File: config.mk
export PLATFORM = sky130hd
export DESIGN_NAME = bcs_core
export DESIGN_NICKNAME = d
export VERILOG_FILES = /design/src/bcs_pkg.sv /design/src/bcs_core.sv
export VERILOG_INCLUDE_DIRS = /design/src
export SDC_FILE = /design/constraint.sdc
export NUM_CORES = 1
export LEC_CHECK = 0
export CORE_ASPECT_RATIO = 0.8
export CORE_UTILIZATION = 65
export DETAILED_ROUTE_END_ITERATION = 8
export DONT_BUFFER_PORTS = 1
export PLACE_DENSITY = 0.81
export SLEW_MARGIN = 20
export SYNTH_ARGS = -nofsm -noshare
export SYNTH_HDL_FRONTEND = slang
export SYNTH_SLANG_ARGS = --single-unit
File: constraint.sdc
create_clock -name CLK -period 5.7 [get_ports CLK]
set_input_delay 0.57 -clock CLK [delete_from_list [all_inputs] [get_ports CLK]]
set_output_delay 0.57 -clock CLK [all_outputs]
set_load 0.1 [all_outputs]
File: src/bcs_consts.svh
// Constants of the bus cycle sequencer.
// Included by the package, the core and the bench; definitions only.
`ifndef BCS_CONSTS_SVH
`define BCS_CONSTS_SVH
// Register byte offsets
`define BCS_OFF_ADDR 8'h00
`define BCS_OFF_WDATA 8'h04
`define BCS_OFF_CMD 8'h08
`define BCS_OFF_STAT 8'h0c
`define BCS_OFF_RDATA 8'h10
`define BCS_OFF_FLAGS 8'h14
`define BCS_OFF_VECT 8'h18
// Command fields
`define BCS_CMD_CODE 2:0
`define BCS_CMD_SEG 4:3
`define BCS_CMD_WORD 5
`define BCS_CMD_POLL 6
// Flag register fields
`define BCS_FLG_IF 0
`define BCS_FLG_RET 1
// Cycle status codes
`define BCS_CS_INTERRUPT_ACK_STROBE 3'h0
`define BCS_CS_IORD 3'h1
`define BCS_CS_IOWR 3'h2
`define BCS_CS_HALT 3'h3
`define BCS_CS_FETCH 3'h4
`define BCS_CS_MRD 3'h5
`define BCS_CS_MWR 3'h6
`define BCS_CS_PASS 3'h7
// Segment codes
`define BCS_SEG_ES 2'h0
`define BCS_SEG_SS 2'h1
`define BCS_SEG_CS 2'h2
`define BCS_SEG_DS 2'h3
// Reset and interrupt numbers
`define BCS_RESET_VEC 20'hffff0
`define BCS_BOOT_CYCLES 10
`define BCS_NMI_TYPE 8'h02
`endif

File: src/bcs_pkg.sv
// Types of the bus cycle sequencer.
// Assumes bcs_consts.svh is on the include path.
`include "bcs_consts.svh"
package bcs_pkg;
  typedef enum logic [2:0] {
    BCS_TI = 3'b000,
    BCS_T1 = 3'b001,
    BCS_T2 = 3'b010,
    BCS_T3 = 3'b011,
    BCS_TW = 3'b100,
    BCS_T4 = 3'b101
  } bcs_phase_type;
  typedef enum logic [1:0] {
    BCS_RUN = 2'b00,
    BCS_BOOT = 2'b01,
    BCS_HALT = 2'b10
  } bcs_seq_type;
  typedef struct packed {
    logic ale;
    logic mem_io;
    logic rd_n;
    logic wr_n;
    logic interrupt_ack_strobe_n;
    logic dt_r;
    logic den_n;
    logic lock_n;
    logic bhe_n;
    logic [2:0] cstat;
    logic [3:0] upper;
    logic [15:0] ad_out;
    logic ad_oe;
  } bcs_pins_type;
  typedef struct packed {
    bcs_phase_type phase;
    bcs_seq_type seq;
    logic [3:0] boot_cnt;
    logic min_mode;
    logic [2:0] code;
    logic [1:0] seg;
    logic word;
    logic [19:0] addr;
    logic [15:0] wdata;
    logic [15:0] rdata;
    logic go;
    logic ack2_pend;
    logic [1:0] ack_stage;
    logic if_flag;
    logic saved_if;
    logic nmi_prev;
    logic nmi_pend;
    logic [7:0] vtype;
    logic vnmi;
    logic int_taken;
    logic bus_wr;
    logic [7:0] bus_addr;
    logic [31:0] hrdata;
    bcs_pins_type pins;
  } bcs_state_type;
endpackage : bcs_pkg
File: src/bcs_core.sv
// Bus cycle sequencer with reset, interrupt and halt control.
// Assumes one AHB-Lite master, single word transfers, and pins
// synchronous to CLK; the two-way data lines are resolved outside.
//
// Chosen here: the register addresses and the AHB-Lite slave port.
`timescale 1ns/10ps
`default_nettype none
`include "bcs_consts.svh"
// Contract
// - Bus cycle is T1,T2,T3,T4, four clocks minimum
// - Address in T1, turnaround T2, data T3-T4
// - Waits between T3 and T4; idles between cycles
// - Latch strobe pulses in T1
// - Mode pin selects own strobes or status
// - Three status lines carry cycle type code
// - Extended status on upper lines T2-T4
// - Two status bits show cycle segment
// - I/O cycles drive upper lines low
// - Reset aborts; ten clocks, then fetch FFFF0
// - Vector table of 256 four-byte entries
// - Non-maskable request beats maskable request
// - Non-maskable served at instruction boundary only
// - Maskable level request served at boundary
// - Taking interrupt clears and saves enable flag
// - Lock from T2 first to T2 second
// - Type byte times four gives vector
// - Interrupt return restores saved enable flag
// - Halt left only on interrupt or reset
// - Strobes active T2 start to T4 start
// - Even bytes low lanes, odd bytes high
module bcs_core
  import bcs_pkg::*;
#(
  parameter int BOOT_CYCLES = `BCS_BOOT_CYCLES
) (
  input wire logic CLK,
  input wire logic RST,
  input wire logic HSEL,
  input wire logic [31:0] HADDR,
  input wire logic [1:0] HTRANS,
  input wire logic HWRITE,
  input wire logic [2:0] HSIZE,
  input wire logic [31:0] HWDATA,
  input wire logic HREADY,
  output logic [31:0] HRDATA,
  output logic HREADYOUT,
  output logic HRESP,
  input wire logic SYSTEM_MODE_SELECT,
  input wire logic READY,
  input wire logic NMI_REQUEST,
  input wire logic MASKABLE_REQUEST,
  input wire logic [15:0] AD_IN,
  output logic [15:0] AD_OUT,
  output logic AD_OE,
  output logic [3:0] ADDR_STATUS,
  output logic HIGH_BYTE_ENABLE_N,
  output logic [2:0] CYCLE_STATUS,
  output logic ALE,
  output logic MEM_IO,
  output logic RD_N,
  output logic WR_N,
  output logic INTERRUPT_ACK_STROBE_N,
  output logic DT_R,
  output logic DEN_N,
  output logic LOCK_N
);
  localparam logic [3:0] BOOT_LAST = 4'(BOOT_CYCLES - 1);

  bcs_state_type state_ff;
  bcs_state_type nxt_state;

  // ----------------------------------------------------------
  // Next state
  // ----------------------------------------------------------
  // One process: bus slave, sequencer and pin shaping
  always_comb begin
    bcs_state_type q;
    bcs_state_type n;
    logic busy;
    logic cmd_wr;
    logic boundary;
    logic take_nmi;
    logic take_maskable_request;
    logic is_wr;
    logic is_io;
    logic strobe;
    logic in_cyc;
    logic [31:0] rd;
    q = state_ff;
    n = state_ff;
    rd = 32'h0000_0000;
    boundary = 1'b0;
    take_nmi = 1'b0;
    take_maskable_request = 1'b0;
    is_wr = 1'b0;
    is_io = 1'b0;
    strobe = 1'b0;
    in_cyc = 1'b0;
    n.int_taken = 1'b0;
    n.min_mode = SYSTEM_MODE_SELECT;
    busy = q.go | q.ack2_pend | (q.phase != BCS_TI)
      | (q.seq != BCS_RUN);
    cmd_wr = q.bus_wr && (q.bus_addr == `BCS_OFF_CMD);

    // Rising request edge latched; a new edge wins over service
    n.nmi_prev = NMI_REQUEST;

    // Register writes land in the data phase
    if (q.bus_wr) begin
      unique case (q.bus_addr)
        `BCS_OFF_ADDR: if (!busy) n.addr = HWDATA[19:0];
        `BCS_OFF_WDATA: if (!busy) n.wdata = HWDATA[15:0];
        `BCS_OFF_FLAGS: begin
          if (HWDATA[`BCS_FLG_RET]) begin
            n.if_flag = q.saved_if;
          end else begin
            n.if_flag = HWDATA[`BCS_FLG_IF];
          end
        end
        default: ;
      endcase
    end
    if (cmd_wr && !busy && !HWDATA[`BCS_CMD_POLL]) begin
      n.code = HWDATA[`BCS_CMD_CODE];
      n.seg = HWDATA[`BCS_CMD_SEG];
      n.word = HWDATA[`BCS_CMD_WORD];
      if (HWDATA[`BCS_CMD_CODE] == `BCS_CS_HALT) begin
        n.seq = BCS_HALT;
      end else if (HWDATA[`BCS_CMD_CODE] != `BCS_CS_PASS) begin
        n.go = 1'b1;
      end
    end

    // Service only at a boundary poll or out of halt
    boundary = (cmd_wr && !busy && HWDATA[`BCS_CMD_POLL])
      || (q.seq == BCS_HALT);
    take_nmi = boundary && q.nmi_pend;
    take_maskable_request = boundary && !q.nmi_pend
      && MASKABLE_REQUEST && q.if_flag;
    if (take_nmi || take_maskable_request) begin
      n.seq = BCS_RUN;
      n.saved_if = q.if_flag;
      n.if_flag = 1'b0;
      n.int_taken = 1'b1;
    end
    if (take_nmi) begin
      n.vtype = `BCS_NMI_TYPE;
      n.vnmi = 1'b1;
    end
    if (take_maskable_request) begin
      n.code = `BCS_CS_INTERRUPT_ACK_STROBE;
      n.seg = `BCS_SEG_CS;
      n.word = 1'b0;
      n.go = 1'b1;
      n.ack2_pend = 1'b1;
      n.vnmi = 1'b0;
    end
    // Set wins over the service clear
    n.nmi_pend = (q.nmi_pend && !take_nmi)
      || (NMI_REQUEST && !q.nmi_prev);

    // Internal reset sequence, then the restart fetch
    if (q.seq == BCS_BOOT) begin
      n.boot_cnt = q.boot_cnt + 4'h1;
      if (q.boot_cnt == BOOT_LAST) begin
        n.seq = BCS_RUN;
        n.go = 1'b1;
        n.code = `BCS_CS_FETCH;
        n.seg = `BCS_SEG_CS;
        n.word = 1'b1;
        n.addr = `BCS_RESET_VEC;
      end
    end

    // Bus phase sequencing
    unique case (q.phase)
      BCS_TI, BCS_T4: begin
        if (q.ack2_pend && q.phase == BCS_T4) begin
          n.phase = BCS_T1;
          n.ack2_pend = 1'b0;
          n.ack_stage = 2'd2;
        end else if (q.go) begin
          n.phase = BCS_T1;
          n.go = 1'b0;
          n.ack_stage = q.ack2_pend ? 2'd1 : 2'd0;
        end else begin
          n.phase = BCS_TI;
          n.ack_stage = 2'd0;
        end
      end
      BCS_T1: n.phase = BCS_T2;
      BCS_T2: n.phase = BCS_T3;
      BCS_T3, BCS_TW: begin
        n.phase = READY ? BCS_T4 : BCS_TW;
        if (READY) begin
          // Odd bytes arrive on the high lanes
          if (q.word) begin
            n.rdata = AD_IN;
          end else if (q.addr[0]) begin
            n.rdata = {8'h00, AD_IN[15:8]};
          end else begin
            n.rdata = {8'h00, AD_IN[7:0]};
          end
          if (q.ack_stage == 2'd2) begin
            n.vtype = AD_IN[7:0];
          end
        end
      end
      default: n.phase = BCS_TI;
    endcase

    // Pin shaping from the next state, so pins match the phase
    is_wr = (n.code == `BCS_CS_IOWR) || (n.code == `BCS_CS_MWR);
    is_io = !n.code[2];
    in_cyc = n.phase != BCS_TI;
    strobe = (n.phase == BCS_T2) || (n.phase == BCS_T3)
      || (n.phase == BCS_TW);
    n.pins.ale = n.min_mode && (n.phase == BCS_T1);
    if (in_cyc) n.pins.mem_io = !is_io;
    n.pins.rd_n = !(n.min_mode && strobe && !is_wr
      && n.code != `BCS_CS_INTERRUPT_ACK_STROBE);
    n.pins.wr_n = !(n.min_mode && strobe && is_wr);
    n.pins.interrupt_ack_strobe_n = !(n.min_mode && strobe
      && n.code == `BCS_CS_INTERRUPT_ACK_STROBE);
    n.pins.dt_r = in_cyc ? is_wr : q.pins.dt_r;
    n.pins.den_n = !(n.min_mode && in_cyc
      && n.phase != BCS_T1);
    // Lock opens at T2 of the first acknowledge, ends at T2 of second
    if (n.phase == BCS_T2 && q.phase == BCS_T1) begin
      if (n.ack_stage == 2'd1) n.pins.lock_n = 1'b0;
      if (n.ack_stage == 2'd2) n.pins.lock_n = 1'b1;
    end
    // Status code in T1 and T2 of maximum mode, halt code while halted, passive otherwise
    if (n.seq == BCS_HALT) begin
      n.pins.cstat = `BCS_CS_HALT;
    end else if (!n.min_mode && (n.phase == BCS_T1
        || n.phase == BCS_T2)) begin
      n.pins.cstat = n.code;
    end else begin
      n.pins.cstat = `BCS_CS_PASS;
    end
    if (n.phase == BCS_T1) begin
      n.pins.ad_out = n.addr[15:0];
      n.pins.ad_oe = n.code != `BCS_CS_INTERRUPT_ACK_STROBE;
      n.pins.upper = is_io ? 4'h0 : n.addr[19:16];
      n.pins.bhe_n = !(n.word || n.addr[0]);
    end else if (in_cyc) begin
      n.pins.upper = {1'b0, n.if_flag, n.seg};
      n.pins.ad_oe = is_wr;
      if (n.word) begin
        n.pins.ad_out = n.wdata;
      end else if (n.addr[0]) begin
        n.pins.ad_out = {n.wdata[7:0], 8'h00};
      end else begin
        n.pins.ad_out = {8'h00, n.wdata[7:0]};
      end
    end else begin
      n.pins.ad_oe = 1'b0;
    end

    // Read data for the next data phase
    unique case (HADDR[7:0])
      `BCS_OFF_ADDR: rd = {12'h000, q.addr};
      `BCS_OFF_WDATA: rd = {16'h0000, q.wdata};
      `BCS_OFF_STAT: rd = {24'h000000, q.int_taken,
        q.min_mode, MASKABLE_REQUEST, q.nmi_pend,
        q.seq == BCS_BOOT, q.seq == BCS_HALT, 1'b0, busy};
      `BCS_OFF_RDATA: rd = {16'h0000, q.rdata};
      `BCS_OFF_FLAGS: rd = {30'h00000000, q.saved_if,
        q.if_flag};
      `BCS_OFF_VECT: rd = {15'h0000, q.vnmi, 6'h00,
        q.vtype, 2'b00};
      default: rd = 32'h0000_0000;
    endcase
    n.bus_wr = 1'b0;
    if (HSEL && HREADY && HTRANS[1]) begin
      n.bus_wr = HWRITE;
      n.bus_addr = HADDR[7:0];
      n.hrdata = HWRITE ? 32'h0000_0000 : rd;
    end
    nxt_state = n;
  end

  // ----------------------------------------------------------
  // State register
  // ----------------------------------------------------------
  // Reset aborts any cycle at once and floats the lines
  always_ff @(posedge CLK) begin
    if (RST) begin
      state_ff <= '0;
      state_ff.seq <= BCS_BOOT;
      state_ff.code <= `BCS_CS_PASS;
      state_ff.seg <= `BCS_SEG_CS;
      state_ff.pins.rd_n <= 1'b1;
      state_ff.pins.wr_n <= 1'b1;
      state_ff.pins.interrupt_ack_strobe_n <= 1'b1;
      state_ff.pins.den_n <= 1'b1;
      state_ff.pins.lock_n <= 1'b1;
      state_ff.pins.bhe_n <= 1'b1;
      state_ff.pins.mem_io <= 1'b1;
      state_ff.pins.cstat <= `BCS_CS_PASS;
    end else begin
      state_ff <= nxt_state;
    end
  end

  // Outputs straight from the state register
  assign HRDATA = state_ff.hrdata;
  assign HREADYOUT = 1'b1 | state_ff.bus_wr;
  assign HRESP = 1'b0 & state_ff.bus_wr;
  assign AD_OUT = state_ff.pins.ad_out;
  assign AD_OE = state_ff.pins.ad_oe;
  assign ADDR_STATUS = state_ff.pins.upper;
  assign HIGH_BYTE_ENABLE_N = state_ff.pins.bhe_n;
  assign CYCLE_STATUS = state_ff.pins.cstat;
  assign ALE = state_ff.pins.ale;
  assign MEM_IO = state_ff.pins.mem_io;
  assign RD_N = state_ff.pins.rd_n;
  assign WR_N = state_ff.pins.wr_n;
  assign INTERRUPT_ACK_STROBE_N = state_ff.pins.interrupt_ack_strobe_n;
  assign DT_R = state_ff.pins.dt_r;
  assign DEN_N = state_ff.pins.den_n;
  assign LOCK_N = state_ff.pins.lock_n;
endmodule : bcs_core
`default_nettype wire

Word-level counts from Yosys, hierarchy flattened
Cells that the tools add are included.

Word-level logic and storage cells: 186. Flip-flop bits (word level): 160. Output and inout port bits: 67.

Bitwise operators: 5. Mux-type cells: 54. Eq/ne operators: 29. Add/sub/neg operators: 1. Reduce and logical (&&, ||, !) cells: 60.

Operator list (number): case mux 20 bit (6 select lines) (1); 2-to-1 mux 16 bit (5); 2-to-1 mux 20 bit (3); 2-to-1 mux 26 bit (2); 2-to-1 mux 36 bit (1); == test 8 x 5 -> 1 bit, second input constant (4); 2-to-1 mux 32 bit (1); 2-to-1 mux 8 bit (4); logical AND 1 bit (23); 2-to-1 mux 21 bit (1); 2-to-1 mux 1 bit (19); == test 3 x 2 -> 1 bit, second input constant (6); 2-to-1 mux 6 bit (3); == test 8 x 3 -> 1 bit, second input constant (2); == test 8 x 4 -> 1 bit, second input constant (2); zero test 8 bit (2); 2-to-1 mux 2 bit (7); == test 3 bit, second input constant (4); zero test 1 bit (12); case mux 3 bit (4 select lines) (1); 2-to-1 mux 3 bit (3); 2-to-1 mux 9 bit (1); nonzero test 3 bit (3); == test 2 bit, second input constant (4); 15 further kinds (35).

Longest topological paths before layout
Word-level depth: 19. Depth in mapped cells: 9. Depth with buffers taken out: 7.

Least setup slack after synthesis
No wires, ideal clock.

Path kind: register to register. From: register state_ff[90] in the netlist's numbering. To: register state_ff, in the netlist DT_R. Clock period less this slack: 2.152 ns. Arrival: 2.068 ns. Library setup time: 0.084 ns. Cell stages (with the launch flop): 7. Setup slack: 3.548 ns. Path through: dfxtp_1 > nor4_2 > nand4_4 > nor2_8 > mux2i_1 > or3b_4 > o31ai_4.

Word-level cells in the longest chain between the ends: 15. Elaborated cells on any way between the ends: 22. Classes of those cells: eq/ne (2); mux (6); bitwise (3); reduce/logical (11).

Ends and longest elaborated chain: from (decl) (line bcs_core.sv:69) `bcs_state_type state_ff;`; from (signal assigned) (line bcs_core.sv:303) `state_ff <= nxt_state;`; OR 1 bit (2 in series) (line bcs_core.sv:101) `busy = q.go | q.ack2_pend | (q.phase != BCS_TI)`; OR 1 bit (line bcs_core.sv:102) `| (q.seq != BCS_RUN);`; zero test 1 bit (line bcs_core.sv:123, bcs_core.sv:135); logical AND 1 bit (line bcs_core.sv:123, bcs_core.sv:135); logical AND 1 bit (line bcs_core.sv:135) `` boundary = (cmd_wr && !busy && HWDATA[`BCS_CMD_POLL]) ``; logical OR 1 bit (line bcs_core.sv:135); logical AND 1 bit (line bcs_core.sv:138) `take_maskable_request = boundary && !q.nmi_pend`; logical AND 1 bit (2 in series) (line bcs_core.sv:139) `&& MASKABLE_REQUEST && q.if_flag;`; 2-to-1 mux 6 bit (line bcs_core.sv:150) `if (take_maskable_request) begin`; 2-to-1 mux 26 bit (line bcs_core.sv:165) `if (q.boot_cnt == BOOT_LAST) begin`; 2-to-1 mux 26 bit (line bcs_core.sv:163) `if (q.seq == BCS_BOOT) begin`; == test 3 x 2 -> 1 bit (no line) or == test 3 bit (tied branches); logical OR 1 bit (line bcs_core.sv:213) `` is_wr = (n.code == `BCS_CS_IOWR) || (n.code == `BCS_CS_MWR); ``.

Several ways; a longest one is shown, not always the timed one. A chain may end at the register's enable or synchronous reset.

Worst setup path in the final report
From: register state_ff[155] in the netlist's numbering. To: register state_ff, in the netlist AD_OUT[6].

Word-level cells in the longest chain between the ends: 15. Elaborated cells on any way between the ends: 25. Classes of those cells: eq/ne (2); mux (13); bitwise (1); reduce/logical (9).

Ends and longest elaborated chain: nonzero test 2 bit (line bcs_core.sv:102); OR 1 bit (line bcs_core.sv:102); zero test 1 bit (line bcs_core.sv:123, bcs_core.sv:135); logical AND 1 bit (line bcs_core.sv:123, bcs_core.sv:135); logical AND 1 bit (line bcs_core.sv:135); logical OR 1 bit (line bcs_core.sv:135); logical AND 1 bit (line bcs_core.sv:138); logical AND 1 bit (2 in series) (line bcs_core.sv:139); 2-to-1 mux 6 bit (line bcs_core.sv:150); 2-to-1 mux 26 bit (line bcs_core.sv:165); 2-to-1 mux 26 bit (line bcs_core.sv:163); 2-to-1 mux 16 bit (line bcs_core.sv:250) `if (n.word) begin`; 2-to-1 mux 20 bit (line bcs_core.sv:247) `end else if (in_cyc) begin`; 2-to-1 mux 21 bit (*) (line bcs_core.sv:242) `if (n.phase == BCS_T1) begin`.

Every way passes the cells marked *; elsewhere a longest branch is shown, timed or not. The select of a mux whose other input is x is not followed.

==> impl_metrics.toml <==
[synthesis]
syn_area_um2 = 7070
synth_top_area_cell = "dfxtp_1"
synth_edf_count = 0
synth.top_cell.area_share_pct = 41.9
yosysWarningCount = 0
ys_seq_area_share_pct = 41.9
async_flop_share_pct = 0
ys_top_cells_by_area = "dfxtp_1, buf_4, mux2i_1"
synth-main-ff-cell = "dfxtp_1"
netlist_instances = 816
synth-seq-cells = 148
synth_cell_types = 69
synth.avg_cell_area_um2 = 8.67

[worst_setup_path]
crit_cells = 6
crit_path_top_delay_cell = "o21ai_2"
ff2ff_path_depth = 6
cpPeakStageDelay_ns = 0.79
crit_family = "simple AND/OR/NAND/NOR gates"
arrival_ns = 3.85
worst-path-max-fanout = 23
critPathKind = "reg -> reg"
path_cells = "nor2b_1 > and4b_1 > o31ai_1 > o21ai_2 > nor2_1 > o41ai_1"
critPathRequiredTime_ns = 6.01
critical_path_buf_inv_count = 0
cp-start-kind = "flop"
cp-end-kind = "flop"

[clock_network]
cts_tree = "built"
worstSkewPairLatency_ns = 0.43
ctsHtreeMaxLevel = 4
cts.path.max_buffers = 2
post_cts_buffers = 0
cts_made_buffers = 17
ctsHoldBuffers = 0
clock-sinks = 148
cts_resized = 0
clkTransAtPathRegs_ns = 0.06
clk_root_buffer_cell = "clkbuf_16"

[grt]
grt_max_degree = 125
grt_pass1_wl_um = 29400
antenna_found_initial = 0
grt_pass1_vias = 5633
grt_overflow = 0
grt_usage_pct = 34.2

[route]
vias = 6019
wirelength_um = 19200
drt-initial-drc-count = 710
post_drt_wl_per_cell_um = 21.6
dr.pass1.iters = 7
detail-route-antenna-nets = 0
vias_per_cell = 6.76
drc_errors = 0

[timing]
whs_ns = 0.235
fin_ws_ns = 2.16
min_period_over_period_pct = 62.2
period_needed_ns = 3.54
fin_skew_ns = 0.00753
clock.fmax_ghz = 0.282
rsz0062_at_grt = "false"
setup-violations-final = 0
relSlewSlack_pct = 29.4
finalSetupTns_ns = 0
hold_viol_final = 0
maxSlewViolCount = 0
worst_pin_slew_ns = 1.06

[power_and_ir_drop]
vdd_drop_max_uv = 193
p_per_area_nw_per_um2 = 305
power_leakage_nw = 2.65
total_power_mw = 2.21

[finish]
area_growth_pct = 2.32
design_area_um2 = 7240
final_cells = 890
final_util_pct = 69.6
nets = 837
drive_gt1_share_pct = 6.53
antennaDiodeCount = 0

[min_path]
hp-class = "in -> reg"
min_path_cells = 1

[floorplanning]
die-area_um2 = 11300
die_w_um = 119
start_util_pct = 68.0
io_pins = 161
dieHeight_um = 95.3
core_um2 = 10400
num_rows = 33

[placement]
dp_slack_ns = 2.31
dpl.hpwl_um = 13100
port_buffers = 0
routabilityCongestion = 0.877
placed_cell_area_um2 = 6690
dp_cells = 861

[run]
drv_cap = 0

[status]
run_status = "finished, final reports clean"
==> per-layer routing <==
metal  routed length [µm]  up-vias  GRT usage, %
li1                     -     2721             -
met1                 7640     2860          43.2
met2                 8870      376          54.0
met3                 2070       62          9.57
met4                  631        0          17.3
met5                    0        -             0
==> sequential cells by signal, indices dropped and copies added (netlist names) <==
register and count:
state_ff 95, HRDATA 20, AD_OUT 16, ADDR_STATUS 4, CYCLE_STATUS 3, AD_OE 1, ALE 1, DEN_N 1
DT_R 1, HIGH_BYTE_ENABLE_N 1, INTERRUPT_ACK_STROBE_N 1, LOCK_N 1, MEM_IO 1, RD_N 1, WR_N 1
==> path summary, 6_finish.rpt <==
check,start,end,slack (ns)
max,state_ff[155]$_SDFF_PP1_,AD_OUT[6]$_SDFFE_PP0P_,2.16
min,RST,state_ff[157]$_SDFF_PP0_,0.24
max reg2reg,state_ff[155]$_SDFF_PP1_,AD_OUT[6]$_SDFFE_PP0P_,2.16
min reg2reg,state_ff[106]$_SDFFE_PP0P_,state_ff[106]$_SDFFE_PP0P_,0.45
==> cell families after synthesis <==
logic type / synth area share (%)
compound gates: 19.9
xor+xnor: 0.867
fa+ha+maj: 0.531
buf+inv: 9.94
flops: 41.9
mux: 5.41
other cells: 0.106
simple gates: 21.4
==> cell type report <==
class / count / area, µm²
multi-input cells: 555 / 3450
fillers: 818 / 3170
flip-flops and latches: 148 / 2960
clock buffers: 24 / 472
well taps: 140 / 175
clock inverters: 5 / 77.6
repair buffers: 8 / 60.1
inverters: 10 / 37.5
==> layout by cell type (no fill, tap or decap), types with 4 or more instances in the layout <==
master,synthesis,layout
dfxtp_1,148,148
nand2_1,92,92
nor2_1,92,92
a21oi_1,44,44
mux2i_1,36,36
a22oi_1,30,30
nand3_1,23,23
a211oi_1,20,20
o21ai_0,18,18
clkbuf_16,0,17
nor3_1,15,15
conb_1,2,14
a222oi_1,12,12
nor2b_1,11,11
inv_1,10,10
and3_1,10,10
nand2b_1,9,9
o311a_1,8,8
buf_4,59,8
nor4_1,7,7
o211ai_1,6,6
o21a_1,5,5
nand3b_1,5,5
and2_1,5,5
o21ai_1,5,5
clkbuf_1,43,5
nand4_1,4,4
a31oi_1,4,4
xnor2_1,4,4
o311ai_0,4,4
or3_1,4,4
==> Yosys cell counts (4+ instances only) <==
library cell,number
nand3_1,23
o311ai_0,4
buf_4,59
nand2b_1,9
xnor2_1,4
nor2_1,92
a211oi_1,20
a21oi_1,44
or3_1,4
o21a_1,5
o21ai_1,5
and2_1,5
nand3b_1,5
nand2_1,92
buf_2,10
nor3_1,15
and3_1,10
o311a_1,8
nor4_1,7
a22oi_1,30
o21ai_0,18
mux2i_1,36
nand4_1,4
clkbuf_1,43
inv_1,10
o211ai_1,6
a222oi_1,12
nor2b_1,11
dfxtp_1,148
a31oi_1,4
==> report_power, final <==
| group | switching (mW) | internal [mW] | total [mW] |
|---|---|---|---|
| Clock | 0.408 | 0.658 | 1.07 |
| Combinational | 0.0654 | 0.0166 | 0.0820 |
| Sequential | 0.0184 | 1.04 | 1.06 |
No activity file was read; power rests on OpenSTA's default activity.
